$ cat src/hdl/gpm_pkg.sv
/*
  Shared constants and types for the two-pin function multiplexer:
  register word indices, field positions, reset values,
  function codes, bus answers and the carrier structs.
  Assumes a 32-bit AXI4-Lite register bus with word-aligned registers.
*/
package gpm_pkg;

  // ==========================================================
  // Bus geometry and register map
  // ==========================================================
  localparam int unsigned  ADDR_W       = 12;
  localparam int unsigned  DATA_W       = 32;
  localparam logic [9:0]   PIN2_INDEX   = 10'h201;
  localparam logic [9:0]   PIN3_INDEX   = 10'h202;
  localparam logic [1:0]   RESP_OKAY    = 2'h0;
  localparam logic [1:0]   RESP_SLVERR  = 2'h2;

  // ==========================================================
  // Field layout of a pin control register
  // ==========================================================
  localparam int unsigned  INVERT_BIT   = 10;
  localparam int unsigned  LEVEL_BIT    = 6;
  localparam int unsigned  SEL_LSB      = 0;
  localparam int unsigned  SEL_W        = 5;
  localparam logic         INVERT_RESET = 1'h0;
  localparam logic         LEVEL_RESET  = 1'h0;

  // ==========================================================
  // Function codes
  // ==========================================================
  typedef enum logic [4:0] {
    FN_CLOCK      = 5'h00,
    FN_LEVEL      = 5'h01,
    FN_SERIAL_OUT = 5'h02,
    FN_IRQ        = 5'h03,
    FN_TEMP_SHUT  = 5'h04,
    FN_RSVD_05    = 5'h05,
    FN_LOCK_2     = 5'h06,
    FN_LOCK_3     = 5'h07,
    FN_RSVD_08    = 5'h08,
    FN_LOCK_FREQ  = 5'h09,
    FN_DRC_ACTIVE = 5'h0a,
    FN_SEQ_DONE   = 5'h0b,
    FN_ALC_GATE   = 5'h0c,
    FN_ALC_LIMIT  = 5'h0d,
    FN_ALC_SAT    = 5'h0e,
    FN_ALC_THRESH = 5'h0f,
    FN_ALC_LOCK   = 5'h10,
    FN_FIFO_ERR   = 5'h11,
    FN_AUX_CLOCK  = 5'h12,
    FN_MIC_CLOCK  = 5'h13,
    FN_RSVD_14    = 5'h14,
    FN_MIC_DETECT = 5'h15,
    FN_MIC_SHORT  = 5'h16
  } gpm_func_type;

  localparam gpm_func_type SEL_RESET    = FN_CLOCK;

  // ==========================================================
  // Carriers
  // ==========================================================
  typedef struct packed {
    logic invert;
    logic sw_level;
    gpm_func_type select;
  } gpm_pin_ctrl_type;

  typedef struct packed {
    logic serial_audio_data_out;
    logic irq;
    logic temp_shutdown;
    logic second_phase_loop_lock;
    logic third_phase_loop_lock;
    logic frequency_locked_loop_lock;
    logic dynamic_range_control_active;
    logic write_sequencer_done;
    logic auto_level_control_gate;
    logic auto_level_control_limit;
    logic auto_level_control_saturation;
    logic auto_level_control_threshold;
    logic auto_level_control_lock;
    logic fifo_error;
    logic auxiliary_output_clock;
    logic mic_output_clock;
    logic mic_detect;
    logic mic_short;
  } gpm_sources_type;

endpackage : gpm_pkg

$ cat src/hdl/gpm_pin_mux.sv
/*
  One pin's source selector with polarity and an output flip-flop.
  Assumes every source, including the clocks, is synchronous to clk
  and that the control word comes from flip-flops.
*/
`timescale 1ns/10ps
`default_nettype none

module gpm_pin_mux (
  // Clock and reset
  input  wire logic                      clk,
  input  wire logic                      resetn,
  // Control and sources
  input  wire gpm_pkg::gpm_pin_ctrl_type ctrl,
  input  wire gpm_pkg::gpm_sources_type  sources,
  input  wire logic                      clock_in,
  // Pin
  output logic                           pin_out
);
  import gpm_pkg::*;

  // ==========================================================
  // Selection
  // ==========================================================
  // Reserved codes give a quiet low before polarity.
  // Every input is an argument, so the continuous assignment wakes
  // on a change of the software level alone as well.
  function automatic logic pick(input gpm_func_type f,
                                input logic lvl,
                                input gpm_sources_type s,
                                input logic c);
    case (f)
      FN_CLOCK:      pick = c;
      FN_LEVEL:      pick = lvl;
      FN_SERIAL_OUT: pick = s.serial_audio_data_out;
      FN_IRQ:        pick = s.irq;
      FN_TEMP_SHUT:  pick = s.temp_shutdown;
      FN_LOCK_2:     pick = s.second_phase_loop_lock;
      FN_LOCK_3:     pick = s.third_phase_loop_lock;
      FN_LOCK_FREQ:  pick = s.frequency_locked_loop_lock;
      FN_DRC_ACTIVE: pick = s.dynamic_range_control_active;
      FN_SEQ_DONE:   pick = s.write_sequencer_done;
      FN_ALC_GATE:   pick = s.auto_level_control_gate;
      FN_ALC_LIMIT:  pick = s.auto_level_control_limit;
      FN_ALC_SAT:    pick = s.auto_level_control_saturation;
      FN_ALC_THRESH: pick = s.auto_level_control_threshold;
      FN_ALC_LOCK:   pick = s.auto_level_control_lock;
      FN_FIFO_ERR:   pick = s.fifo_error;
      FN_AUX_CLOCK:  pick = s.auxiliary_output_clock;
      FN_MIC_CLOCK:  pick = s.mic_output_clock;
      FN_MIC_DETECT: pick = s.mic_detect;
      FN_MIC_SHORT:  pick = s.mic_short;
      default:       pick = 1'b0;
    endcase
  endfunction

  wire logic selected;
  wire logic next_pin;

  assign selected = pick(ctrl.select, ctrl.sw_level, sources, clock_in);
  // Inversion sits after the selector so it covers every source.
  assign next_pin = selected ^ ctrl.invert;

  // The flop keeps selector changes from showing decode hazards.
  always_ff @(posedge clk or negedge resetn) begin
    if (!resetn) begin
      pin_out <= 1'b0;
    end else begin
      pin_out <= next_pin;
    end
  end

  // ==========================================================
  // Checks
  // ==========================================================
  chk_level_drive: assert property (@(posedge clk) disable iff (!resetn)
    ctrl.select == FN_LEVEL |=>
      pin_out == ($past(ctrl.sw_level) ^ $past(ctrl.invert)))
    else $error("pin does not follow the software level");

  chk_irq_route: assert property (@(posedge clk) disable iff (!resetn)
    ctrl.select == FN_IRQ && !ctrl.invert |=> pin_out == $past(sources.irq))
    else $error("pin does not carry the interrupt line");

  chk_invert_route: assert property (@(posedge clk) disable iff (!resetn)
    ctrl.select == FN_MIC_SHORT && ctrl.invert |=>
      pin_out == !$past(sources.mic_short))
    else $error("inverted flag not seen on the pin");

  chk_reserved_quiet: assert property (@(posedge clk)
    disable iff (!resetn)
    (ctrl.select inside {FN_RSVD_05, FN_RSVD_08, FN_RSVD_14} ||
     ctrl.select > FN_MIC_SHORT) |=>
      pin_out == $past(ctrl.invert))
    else $error("reserved code drives a live source");

  chk_clock_route: assert property (@(posedge clk) disable iff (!resetn)
    ctrl.select == FN_CLOCK && !ctrl.invert |=> pin_out == $past(clock_in))
    else $error("clock source not on the pin");

endmodule : gpm_pin_mux

`default_nettype wire

$ cat src/hdl/gpm_top.sv
/*
  Two-pin function multiplexer with its AXI4-Lite register slave.
  Assumes an AXI4-Lite master with one write and one read in flight at
  most, and status sources that are synchronous to clk.
*/
// What this block does
// Polarity bit 10 set inverts the selected pin signal, clear passes it.
// Function code 00001 drives the pin to the level bit at bit 6.
// Level bit is write-only; its readback means nothing.
// Function selector occupies bits 4 to 0 and resets to zero.
// Pin 2 code zero carries the second loop or oscillator clock.
// Pin 3 code zero carries the third loop or frequency loop clock.
// Codes 2, 3, 4 give serial data out, interrupt, over-temperature.
// Codes 6, 7, 9, 10 give loop locks and range control activity.
// Code 11 gives sequencer done, code 12 level control noise gate.
// Code 13 gives limiter overload, code 14 level control saturation.
// Code 15 gives level threshold, code 16 level lock.
// Codes 17, 18, 19 give FIFO error, auxiliary and microphone clocks.
// Code 21 gives microphone detect, code 22 microphone short.
// Reserved codes must not be programmed by software.
// Software keeps pin 2 selector zero when its clock output is used.
// Software keeps pin 3 selector zero when its clock output is used.
// Pin 3 decodes codes 13 through 22 exactly like pin 2.
// Inversion acts after selection, including on the software level.
// Register writes reach the pin within a few cycles, glitch free.
`timescale 1ns/10ps
`default_nettype none

module gpm_top (
  // Clock and reset
  input  wire logic                         clk,
  input  wire logic                         resetn,
  // AXI4-Lite write address
  input  wire logic [gpm_pkg::ADDR_W-1:0]   s_axi_awaddr,
  input  wire logic                         s_axi_awvalid,
  output logic                              s_axi_awready,
  // AXI4-Lite write data
  input  wire logic [gpm_pkg::DATA_W-1:0]   s_axi_wdata,
  input  wire logic [gpm_pkg::DATA_W/8-1:0] s_axi_wstrb,
  input  wire logic                         s_axi_wvalid,
  output logic                              s_axi_wready,
  // AXI4-Lite write response
  output logic [1:0]                        s_axi_bresp,
  output logic                              s_axi_bvalid,
  input  wire logic                         s_axi_bready,
  // AXI4-Lite read address
  input  wire logic [gpm_pkg::ADDR_W-1:0]   s_axi_araddr,
  input  wire logic                         s_axi_arvalid,
  output logic                              s_axi_arready,
  // AXI4-Lite read data
  output logic [gpm_pkg::DATA_W-1:0]        s_axi_rdata,
  output logic [1:0]                        s_axi_rresp,
  output logic                              s_axi_rvalid,
  input  wire logic                         s_axi_rready,
  // Function sources
  input  wire gpm_pkg::gpm_sources_type     sources,
  input  wire logic                         pin2_clock_output,
  input  wire logic                         pin3_clock_output,
  // Pins
  output logic                              pin2_out,
  output logic                              pin3_out
);
  import gpm_pkg::*;

  // ==========================================================
  // Register helpers
  // ==========================================================
  localparam int unsigned STRB_INV = INVERT_BIT / 8;
  localparam int unsigned STRB_LOW = LEVEL_BIT / 8;

  // Byte lanes are honoured: the polarity bit lives in lane 1, the
  // level and selector in lane 0.
  function automatic gpm_pin_ctrl_type merge_ctrl(
      input gpm_pin_ctrl_type old,
      input logic [DATA_W-1:0] d,
      input logic [DATA_W/8-1:0] s);
    gpm_pin_ctrl_type r;
    r = old;
    if (s[STRB_INV]) begin
      r.invert = d[INVERT_BIT];
    end
    if (s[STRB_LOW]) begin
      r.sw_level = d[LEVEL_BIT];
      r.select   = gpm_func_type'(d[SEL_LSB +: SEL_W]);
    end
    return r;
  endfunction

  // The level bit is not returned, so software cannot lean on it.
  function automatic logic [DATA_W-1:0] view_ctrl(
      input gpm_pin_ctrl_type c);
    logic [DATA_W-1:0] v;
    v = '0;
    v[INVERT_BIT]        = c.invert;
    v[LEVEL_BIT]         = 1'b0;
    v[SEL_LSB +: SEL_W]  = c.select;
    return v;
  endfunction

  // ==========================================================
  // Write channel
  // ==========================================================
  logic                  aw_held;
  logic [ADDR_W-1:0]     aw_addr;
  logic                  w_held;
  logic [DATA_W-1:0]     w_data;
  logic [DATA_W/8-1:0]   w_strb;
  gpm_pin_ctrl_type      pin2_ctrl;
  gpm_pin_ctrl_type      pin3_ctrl;

  wire logic                aw_take;
  wire logic                w_take;
  wire logic                wr_fire;
  wire logic [ADDR_W-1:0]   wr_addr;
  wire logic [DATA_W-1:0]   wr_data;
  wire logic [DATA_W/8-1:0] wr_strb;
  wire logic                wr_hit2;
  wire logic                wr_hit3;
  wire gpm_pin_ctrl_type    next_pin2_ctrl;
  wire gpm_pin_ctrl_type    next_pin3_ctrl;

  // No new address or data is taken while a response waits, which
  // keeps one write in flight and the skid logic trivial.
  assign s_axi_awready  = !aw_held && !s_axi_bvalid;
  assign s_axi_wready   = !w_held && !s_axi_bvalid;
  assign aw_take        = s_axi_awvalid && s_axi_awready;
  assign w_take         = s_axi_wvalid && s_axi_wready;
  assign wr_fire        = (aw_held || aw_take) && (w_held || w_take);
  assign wr_addr        = aw_held ? aw_addr : s_axi_awaddr;
  assign wr_data        = w_held ? w_data : s_axi_wdata;
  assign wr_strb        = w_held ? w_strb : s_axi_wstrb;
  assign wr_hit2        = wr_addr[ADDR_W-1:2] == PIN2_INDEX;
  assign wr_hit3        = wr_addr[ADDR_W-1:2] == PIN3_INDEX;
  assign next_pin2_ctrl = merge_ctrl(pin2_ctrl, wr_data, wr_strb);
  assign next_pin3_ctrl = merge_ctrl(pin3_ctrl, wr_data, wr_strb);

  always_ff @(posedge clk or negedge resetn) begin
    if (!resetn) begin
      aw_held <= 1'b0;
      aw_addr <= '0;
    end else if (wr_fire) begin
      aw_held <= 1'b0;
    end else if (aw_take) begin
      aw_held <= 1'b1;
      aw_addr <= s_axi_awaddr;
    end
  end

  always_ff @(posedge clk or negedge resetn) begin
    if (!resetn) begin
      w_held <= 1'b0;
      w_data <= '0;
      w_strb <= '0;
    end else if (wr_fire) begin
      w_held <= 1'b0;
    end else if (w_take) begin
      w_held <= 1'b1;
      w_data <= s_axi_wdata;
      w_strb <= s_axi_wstrb;
    end
  end

  always_ff @(posedge clk or negedge resetn) begin
    if (!resetn) begin
      s_axi_bvalid <= 1'b0;
      s_axi_bresp  <= RESP_OKAY;
    end else if (wr_fire) begin
      s_axi_bvalid <= 1'b1;
      s_axi_bresp  <= (wr_hit2 || wr_hit3) ? RESP_OKAY : RESP_SLVERR;
    end else if (s_axi_bready) begin
      s_axi_bvalid <= 1'b0;
    end
  end

  // ==========================================================
  // Control registers
  // ==========================================================
  always_ff @(posedge clk or negedge resetn) begin
    if (!resetn) begin
      pin2_ctrl <= '{INVERT_RESET, LEVEL_RESET, SEL_RESET};
      pin3_ctrl <= '{INVERT_RESET, LEVEL_RESET, SEL_RESET};
    end else if (wr_fire) begin
      if (wr_hit2) begin
        pin2_ctrl <= next_pin2_ctrl;
      end
      if (wr_hit3) begin
        pin3_ctrl <= next_pin3_ctrl;
      end
    end
  end

  // ==========================================================
  // Read channel
  // ==========================================================
  wire logic              ar_take;
  wire logic              rd_hit2;
  wire logic              rd_hit3;
  wire logic [DATA_W-1:0] rd_word;

  assign s_axi_arready = !s_axi_rvalid;
  assign ar_take       = s_axi_arvalid && s_axi_arready;
  assign rd_hit2       = s_axi_araddr[ADDR_W-1:2] == PIN2_INDEX;
  assign rd_hit3       = s_axi_araddr[ADDR_W-1:2] == PIN3_INDEX;
  assign rd_word       = rd_hit2 ? view_ctrl(pin2_ctrl) :
                         rd_hit3 ? view_ctrl(pin3_ctrl) : '0;

  always_ff @(posedge clk or negedge resetn) begin
    if (!resetn) begin
      s_axi_rvalid <= 1'b0;
      s_axi_rdata  <= '0;
      s_axi_rresp  <= RESP_OKAY;
    end else if (ar_take) begin
      s_axi_rvalid <= 1'b1;
      s_axi_rdata  <= rd_word;
      s_axi_rresp  <= (rd_hit2 || rd_hit3) ? RESP_OKAY : RESP_SLVERR;
    end else if (s_axi_rready) begin
      s_axi_rvalid <= 1'b0;
    end
  end

  // ==========================================================
  // Pin selectors
  // ==========================================================
  // Both pins use the same decoder module, so the upper codes match by build.
  gpm_pin_mux u_pin2 (
    .clk      (clk),
    .resetn   (resetn),
    .ctrl     (pin2_ctrl),
    .sources  (sources),
    .clock_in (pin2_clock_output),
    .pin_out  (pin2_out)
  );

  gpm_pin_mux u_pin3 (
    .clk      (clk),
    .resetn   (resetn),
    .ctrl     (pin3_ctrl),
    .sources  (sources),
    .clock_in (pin3_clock_output),
    .pin_out  (pin3_out)
  );

  // ==========================================================
  // Checks
  // ==========================================================
  chk_ctrl_write: assert property (@(posedge clk) disable iff (!resetn)
    wr_fire && wr_hit2 && wr_strb[STRB_LOW] |=>
      pin2_ctrl.select == $past(wr_data[SEL_LSB +: SEL_W]))
    else $error("selector write not stored");

  chk_write_to_pin: assert property (@(posedge clk) disable iff (!resetn)
    wr_fire && wr_hit3 && wr_strb[STRB_LOW] &&
    wr_data[SEL_LSB +: SEL_W] == FN_LEVEL ##1 pin3_ctrl.select == FN_LEVEL
    |=> pin3_out == (pin3_ctrl.sw_level ^ pin3_ctrl.invert))
    else $error("pin 3 level not on the pin two cycles after write");

  chk_level_hidden: assert property (@(posedge clk) disable iff (!resetn)
    s_axi_rvalid |-> s_axi_rdata[LEVEL_BIT] == 1'b0)
    else $error("level bit returned on read");

  chk_select_readback: assert property (@(posedge clk)
    disable iff (!resetn)
    ar_take && rd_hit3 |=>
      s_axi_rdata[SEL_LSB +: SEL_W] == $past(pin3_ctrl.select))
    else $error("selector readback wrong");

  chk_reset_select: assert property (@(posedge clk)
    $rose(resetn) |-> pin2_ctrl.select == FN_CLOCK &&
      pin3_ctrl.select == FN_CLOCK)
    else $error("selector not zero after reset");

  chk_bresp_hold: assert property (@(posedge clk) disable iff (!resetn)
    s_axi_bvalid && !s_axi_bready |=> s_axi_bvalid && $stable(s_axi_bresp))
    else $error("write response dropped early");

  chk_rdata_hold: assert property (@(posedge clk) disable iff (!resetn)
    s_axi_rvalid && !s_axi_rready |=> s_axi_rvalid && $stable(s_axi_rdata))
    else $error("read data dropped early");

  chk_unmapped_err: assert property (@(posedge clk) disable iff (!resetn)
    wr_fire && !wr_hit2 && !wr_hit3 |=> s_axi_bresp == RESP_SLVERR)
    else $error("unmapped write not refused");

  // Pin 3 takes its own clock, never the one meant for pin 2.
  chk_pin3_clock: assert property (@(posedge clk) disable iff (!resetn)
    pin3_ctrl.select == FN_CLOCK && !pin3_ctrl.invert |=>
      pin3_out == $past(pin3_clock_output))
    else $error("pin 3 clock source not on the pin");

  chk_level_inverted: assert property (@(posedge clk)
    disable iff (!resetn)
    pin2_ctrl.select == FN_LEVEL && pin2_ctrl.invert |=>
      pin2_out == !$past(pin2_ctrl.sw_level))
    else $error("inverted software level not on pin 2");

  cov_write_pin2: cover property (@(posedge clk) disable iff (!resetn)
    wr_fire && wr_hit2);
  cov_read_pin3: cover property (@(posedge clk) disable iff (!resetn)
    ar_take && rd_hit3);
  cov_split_write: cover property (@(posedge clk) disable iff (!resetn)
    aw_take && !w_take ##[1:4] w_take);
  cov_inverted_level: cover property (@(posedge clk) disable iff (!resetn)
    pin2_ctrl.select == FN_LEVEL && pin2_ctrl.invert);
  cov_reserved_code: cover property (@(posedge clk) disable iff (!resetn)
    pin3_ctrl.select > FN_MIC_SHORT);

endmodule : gpm_top

`default_nettype wire

$ cat config.mk
export PLATFORM = sky130hd
export DESIGN_NAME = gpm_top
export DESIGN_NICKNAME = d
export VERILOG_FILES = /design/src/hdl/gpm_pkg.sv /design/src/hdl/gpm_pin_mux.sv /design/src/hdl/gpm_top.sv
export SDC_FILE = /design/constraint.sdc
export NUM_CORES = 1
export LEC_CHECK = 0
export BUFFER_PORTS_ARGS = -buffer_cell sky130_fd_sc_hd__buf_2
export CAP_MARGIN = 20
export CORE_AREA = 3 3 97 99
export CTS_CLUSTER_SIZE = 14
export DETAILED_ROUTE_END_ITERATION = 8
export DIE_AREA = 0 0 100 102
export PLACE_DENSITY = 0.69
export SYNTH_ARGS = -nofsm -noshare
export SYNTH_HDL_FRONTEND = slang
export SYNTH_SLANG_ARGS = --single-unit
export TNS_END_PERCENT = 10
$ cat constraint.sdc
create_clock -name clk -period 2.65 [get_ports clk]
set_clock_uncertainty 0.1 [all_clocks]
set_input_delay 0 -clock clk [delete_from_list [all_inputs] [get_ports clk]]
set_output_delay 0 -clock clk [all_outputs]
set_load 0.01 [all_outputs]
Yosys cells after proc, flatten, opt, wreduce, memory -nomap -nowiden:

Index checks and enable logic that the tools add are counted.

* input bits: 87
* flip-flop bits (word level): 81
* output and inout port bits: 43
* logic and storage cells: 106

* multiplexer cells: 17
* equal/unequal tests: 42
* reduce and logical (&&, ||, !) cells: 26
* bitwise operators: 3

Operators by type and width (count)
* $eq A5 B4 Y1 const B: 14
* $eq A5 B5 Y1 const B: 12
* $eq A10 B10 Y1 const B: 4
* $pmux W1 S20: 2
* $mux W11: 3
* $eq A5 B3 Y1 const B: 6
* $eq A5 B2 Y1 const B: 4
* $mux W12: 1
* $reduce_and A3 Y1: 4
* $eq A5 B1 Y1 const B: 2
* $logic_not A5 Y1: 2
* $mux W1: 8
* $reduce_bool A2 Y1: 4
* $logic_and A1 B1 Y1: 6
* $mux W2: 3
* $logic_not A1 Y1: 4
* $logic_or A1 B1 Y1: 4
* $reduce_and A2 Y1: 2
* $xor A1 B1 Y1: 2
* $not A1 Y1: 1

Depth between registers and ports, before layout:

Gate-level depths: netlist (run 1).

* word-level depth: 7
* gate-level depth with buffers: 8
* depth with buffers taken out: 6

Cells and area by module:

From an unflattened synthesis (run 1), not the netlist that was laid out.

* cell total of the unflattened synthesis: 258
* area, all modules: 2846.5 um^2

Modules (own cells, without submodules)
* gpm_top: instances 1, area an instance 2273.4 um^2, sequential area each 1126.1 um^2, cells an instance 184
* gpm_pin_mux: instances 2, area an instance 286.5 um^2, sequential area each 25.0 um^2, cells an instance 37

Worst setup path before layout (run 1):

Ideal clock, no wire load.

* path type: reg2reg
* from: register pin3_ctrl[0] (netlist name)
* to: register u_pin3.pin_out
* slack: 0.885 ns
* cell stages (with the launch flop): 8
* data required time: 2.470 ns
* arrival: 1.585 ns
* setup time: 0.080 ns
* cell sequence: dfrtp_1 > buf_6 > mux2_4 > nand2_1 > o21ai_1 > mux4_2 > a21oi_2 > xnor2_1

* longest elaborated chain between the ends: 3

Ends and longest elaborated chain
* start, declared: line gpm_top.sv:109 `gpm_pin_ctrl_type pin3_ctrl;`
* start signal, assigned: line gpm_top.sv:181 `pin3_ctrl <= '{INVERT_RESET, LEVEL_RESET, SEL_RESET};`
* start signal, assigned: line gpm_top.sv:187 `pin3_ctrl <= next_pin3_ctrl;`
* $eq A5 B5 Y1, or another cell as far along: line gpm_pin_mux.sv:32 `case (f)`
* $pmux W1 S20 (*): line gpm_pin_mux.sv:32
* $xor A1 B1 Y1 (*): line gpm_pin_mux.sv:62 `assign next_pin = selected ^ ctrl.invert;`
* via u_pin3.next_pin: line gpm_pin_mux.sv:58 `wire logic next_pin;`
* end signal, assigned: line gpm_pin_mux.sv:69 `pin_out <= next_pin;`
* end, declared: line gpm_pin_mux.sv:18 `output logic pin_out`

Mark *: on every way through the listed nets, which the timed path passes. The rest lies on a longest branch.
A chain may end at the register's enable or synchronous reset.

Worst setup path after layout (run 1):

Same ends and word-level chain as after synthesis.

==> reports/metrics.yaml, run 1 <==
floorplan:
  rows: 34
  initial_core_util: 0.317
  die-area_sq_mm: 0.0102
  coreArea_sq_mm: 0.00864
  dieHeight_microns: 102
  io_pins: 130
  dieWidth_microns: 100
global_routing:
  grt_usage: 0.127
  grt_max_degree: 48
  grt_pass1_wl_mm: 10.4
  overflow: 0
  grt_pass1_vias: 2131
  antenna_found_initial: 0
logic_synthesis:
  synth_seq_cells: 47
  yosysWarnings: 0
  synthTopCellsByCount: "47 x dfrtp_1, 44 x mux2_2, 30 x buf_4, 20 x nand2_1, 15 x nor2_1"
  netlist.area_leader.share: 0.430
  yosysMostFrequentCell: "dfrtp_1"
  seq_area_frac_synth: 0.430
  synth_area_leaders: "dfrtp_1 43%, mux2_2 18%, buf_4 8.2%"
  syn_area_per_cell_sq_um: 10.5
  synth_edf_count: 0
  async_flop_share: 1.00
  synth_area_leader_cell: "dfrtp_1"
  syn_inst: 261
  synth_ff_type: "dfrtp_1"
  ys_types: 42
  syn_area_sq_mm: 0.00274
placed_design:
  post-place-ws_ns: 0.505
  io_buffers: 70
  hpwl_mm: 4.59
  gp_congestion: 0.858
  place_area_sq_mm: 0.00305
routing:
  viasPerCell: 4.69
  drcViolationCount: 0
  drt_wl_total_mm: 6.34
  ant_nets: 0
  wire_per_inst_microns: 13.7
  drtIter0Drc: 111
  vias: 2175
  firstDrtPassIters: 4
timing:
  finalSetupViolCount: 0
  final_max_slew_viol_count: 0
  period_minus_slack_ns: 2.17
  relSlewSlack: 0.610
  timing.final.crit_share: 0.820
  layout_setup_ws_ns: 0.477
  finalHoldViolCount: 0
  max_freq_ghz: 0.460
  tns_ns: 0
  worst_slew_pin_slew_ns: 0.585
  grt_setup_unrepaired: "false"
  hold_ws_ns: 0.0999
critical_path:
  crit_chain: "mux2_4 > nand2_1 > o21ai_1 > mux4_2 > a21oi_2 > xnor2_1"
  cp_num_buf_inv: 0
  required_ns: 2.78
  worst_setup_path_start_kind: "register"
  crit_family: "multiplexers"
  crit_path_end_kind: "register"
  slowest_delay_ns: 0.69
  path_max_fanout: 14
  crit_arrival_ns: 2.31
  critPathKind: "register to register"
  cpMaxStageDelayCell: "dfrtp_1"
  rrSetupSlack_ns: 0.48
finish:
  antenna_cells: 0
  fin_nets: 442
  fin_area_sq_mm: 0.00344
  multi_input_area_sq_mm: 0.00136
  fillers: 876
  area_growth_syn_to_layout_pct: 25.6
  drive_gt1_frac: 0.365
  utilization: 0.398
  regArea_sq_mm: 0.00118
clock_network:
  cts.clk_slew.worst_paths_ns: 0.11
  cts_max_level: 2
  hold_buffers: 26
  numClockSinks: 47
  cts_root_buf: "clkbuf_8"
  cts_setup_buffers: 0
  cts.path.max_buffers: 2
  cts_buffers: 5
  ctsResizeCount: 0
  clock_latency_ns: 0.31
  cts_tree: "built"
status:
  outcome: "finished, final reports clean"
power:
  powerDensity_mw_per_mm2: 633
  power.leakage_nw: 1.57
  ir_drop_mv: 0.278
job:
  max-cap-violations: 0
min_path:
  hp-class: "input port to async pin"
==> worst register-to-register path: stages, from the launching register on <==
cell and delay (ns):
dfrtp_1 0.69, mux2_4 0.34, nand2_1 0.07, o21ai_1 0.07
mux4_2 0.49, a21oi_2 0.19, xnor2_1 0.13
==> path summary, 6_finish.rpt <==
check | start | endpoint | cells past startpoint
setup / recovery | pin3_ctrl[0] | u_pin3.pin_out | 6
hold / removal | resetn | pin3_ctrl[5] | 2
setup reg to reg | pin3_ctrl[0] | u_pin3.pin_out | 6
hold reg to reg | s_axi_rdata[4] | s_axi_rdata[4] | 2
max in group asynchronous | resetn | aw_addr[10] | 3
min in group clk | s_axi_araddr[3] | s_axi_rdata[3] | 4
==> through the flow <==
step	std cells	total power, mW
floorplan	288	1.51
finish	464	2.18
detailed placement	429	1.67
CTS	463	2.19
global route	464	2.33
global placement	429	1.64
==> cell usage in the layout (no fill, tap or decap), types with 2 or more instances in the layout <==
cell type and n:
buf_2 70, dfrtp_1 47, mux2_2 44, conb_1 28, dlygate4sd3_1 26, nand2_1 20
nor2_1 15, o21ai_0 13, inv_1 9, mux2i_1 8, nand3_1 8, nand3b_1 6
a21oi_1 5, clkbuf_8 5, nor3_1 4, o21ai_1 4, nor4_1 4, nor2b_1 3
a22oi_1 2, o22ai_1 2, o32ai_1 2, a221oi_1 2, a32oi_1 2, xnor2_1 2
nand2b_1 2, a21o_1 2, nor4b_1 2, nor2_2 2
==> layout make-up <==
type / count / share of cell area
clock buffer: 5 / 0.0200
clock inverter: 3 / 0.00801
inverter: 10 / 0.0109
multi-input combinational: 194 / 0.394
sequential: 47 / 0.342
tap: 108 / 0.0393
timing repair buffer: 97 / 0.186
==> cell families after synthesis <==
family,synth area share
XOR/XNOR,0.00960
AND/OR/NAND/NOR,0.124
other,0.00137
AO/OA/AOI/OAI,0.0987
flip-flops,0.430
multiplexers,0.224
buffers and inverters,0.112
==> state kept, by name (all words and copies together) (netlist names) <==
name	flops
s_axi_rresp	1
pin2_ctrl	7
w_held	1
aw_addr	10
pin3_ctrl	7
s_axi_rdata	6
s_axi_rvalid	1
w_strb	2
u_pin3.pin_out	1
w_data	7
aw_held	1
u_pin2.pin_out	1
s_axi_bvalid	1
s_axi_bresp	1
==> power by group <==
| group | switching (mW) | total, mW | internal [mW] | leakage [nW] |
|---|---|---|---|---|
| sequential | 0.151 | 1.06 | 0.904 | 0.599 |
| combinational | 0.282 | 0.645 | 0.363 | 0.923 |
| clock | 0.279 | 0.475 | 0.196 | 0.0467 |
==> per-layer routing <==
metal	vias to the layer above	wire [microns]	track usage
met3	12	451	0.0280
met4	0	105	0.0425
li1	1062	-	-
met5	-	0	0
met1	1021	2820	0.169
met2	80	2970	0.208
Power figures use the tool's default switching activity.
==> run 2, diff against run 1 <==
==> constraint.sdc (replaced) <==
create_clock -name clk -period 2.1 [get_ports clk]
set_clock_uncertainty 0.1 [all_clocks]
set_input_delay 0 -clock clk [delete_from_list [all_inputs] [get_ports clk]]
set_output_delay 0 -clock clk [all_outputs]
set_load 0.01 [all_outputs]
==> run 2 against run 1 <==
Effect of this change:
- fmax rose by 11%
- sequential cell count did not move
- hold slack got worse by 0.096 ns
- critical path type unchanged
- critical endpoint unchanged
- largest cell class unchanged
- first-iteration DRC count fell by 18%
- wire length fell by 0.58%
- combinational power rose by 33%
- final cell count rose by 1.5%
- die area did not move
==> reports/metrics.yaml, run 2 (synthesized netlist as in run 1, its figures left out) <==
finish:
  drive_gt1_frac: 0.386
  utilization: 0.404
  fin_area_sq_mm: 0.00349
  final_cell_mix: "70 x buf_2, 45 x dfrtp_1, 44 x mux2_2"
  antenna_cells: 0
  largest_register_ff_count: 10
  top_register: "aw_addr"
  fin_nets: 449
  area_growth_syn_to_layout_pct: 27.6
  layout_commonest_cell: "buf_2"
global_routing:
  gr-max-usage-layer: "met2"
  grt_use_met1: 0.167
  overflow: 0
  use_met2: 0.215
  grt_max_degree: 48
  grt_pass1_wl_mm: 10.4
  grt_usage: 0.126
  met3_usage: 0.0280
  grt_pass1_vias: 2211
  antenna_found_initial: 0
job:
  max-cap-violations: 0
floorplan:
  initial_core_util: 0.317
  io_pins: 130
  dieWidth_microns: 100
  dieHeight_microns: 102
  rows: 34
  coreArea_sq_mm: 0.00864
  die-area_sq_mm: 0.0102
critical_path:
  path_max_fanout: 10
  crit_family: "multiplexers"
  crit_path_end_kind: "register"
  cp-startpoint: "pin3_ctrl[0]"
  crit_chain: "mux2_4 > nand2_1 > o21ai_1 > mux4_2 > a21oi_2 > xnor2_1"
  cpMaxStageDelayCell: "dfrtp_2"
  cp.depth: 6
  required_ns: 2.23
  reg2reg_depth: 6
  cp_num_buf_inv: 0
  crit_arrival_ns: 2.09
  worst_setup_path_start_kind: "register"
  reg2reg_from: "pin3_ctrl[0]"
  slowest_delay_ns: 0.51
  critPathKind: "register to register"
routing:
  vias: 2170
  wire_per_inst_microns: 13.4
  drt_wl_total_mm: 6.31
  viasPerCell: 4.61
  firstDrtPassIters: 4
  drcViolationCount: 0
  drtIter0Drc: 91
  ant_nets: 0
clock_network:
  cts_root_buf: "clkbuf_8"
  cts.path.max_buffers: 2
  numClockSinks: 47
  cts_buffers: 5
  cts_tree: "built"
  cts.clk_slew.worst_paths_ns: 0.10
  cts_max_level: 2
  clock_latency_ns: 0.31
placed_design:
  place_area_sq_mm: 0.00313
  io_buffers: 70
  hpwl_mm: 4.79
  gp_congestion: 0.845
timing:
  hold_ws_ns: 0.00342
  finalHoldViolCount: 0
  final_max_slew_viol_count: 0
  grt_setup_unrepaired: "false"
  timing.final.crit_share: 0.933
  max_freq_ghz: 0.510
  period_minus_slack_ns: 1.96
  finalSetupViolCount: 0
  tns_ns: 0
min_path:
  whs_path_depth: 3
  min_from: "s_axi_arvalid"
  hp-class: "input port to register"
power:
  ir_drop_mv: 0.364
  power.leakage_nw: 1.60
  powerDensity_mw_per_mm2: 785
  power_mw: 2.74
status:
  outcome: "finished, final reports clean"
run 2: cell types whose count changed in the layout (fill, tap and decap cells not counted), moves of 2 or more:
cell,before,now
buf_4,0,8
dfrtp_1,47,45
dfrtp_2,0,2
nor2_2,2,0
nor2_4,0,2
run 2: timing repair:
action / CTS / global route
endpoints found under the setup margin: 0 / 14
resized for setup: 0 / 4
hold endpoints to repair: 76 / 0
hold buffers: 25 / 0
setup buffers: 0 / 0
run 2: per-layer routing:
layer	wire length (microns)	share of wire
met5	0	0
met2	3020	0.48
met4	39	0.0062
met1	2880	0.46
met3	362	0.057
run 2: worst paths after layout:
kind                             endpoint  slack, ns
max reg2reg                u_pin3.pin_out       0.14
min reg2reg                s_axi_rdata[1]       0.39
min                        s_axi_rresp[1]      0.003
max in group asynchronous      aw_addr[8]       1.59
min in group asynchronous       w_data[1]       0.09
max                        u_pin3.pin_out       0.14
run 2: area by class of cell:
type | count | area (sq um)
Clock buffer | 5 | 68.8
Clock inverter | 3 | 26.3
Tap cell | 108 | 135
Fill cell | 862 | 5140
Inverter | 10 | 37.5
Multi-Input combinational cell | 194 | 1370
Sequential cell | 47 | 1180
Timing Repair Buffer | 104 | 681
run 2: metrics by stage:
stage	std cells	setup WS (ns)
floorplan	288	0.335
global placement	438	0.0590
detailed placement	438	0.0577
CTS	471	0.0303
global route	471	0.0130
finish	471	0.141
run 2: power breakdown:
part	switching, mW	total (mW)	leakage, nW	internal, mW
clock	0.334	0.579	0.0491	0.245
combinational	0.389	0.859	0.957	0.470
sequential	0.162	1.30	0.596	1.14
total	0.884	2.74	1.60	1.86
run 2: tightest hold or removal path: cells and delay by family:
family	cells	cell delay, ns
buf+inv	1	0.08
simple gates	1	0.16
compound gates	1	0.13
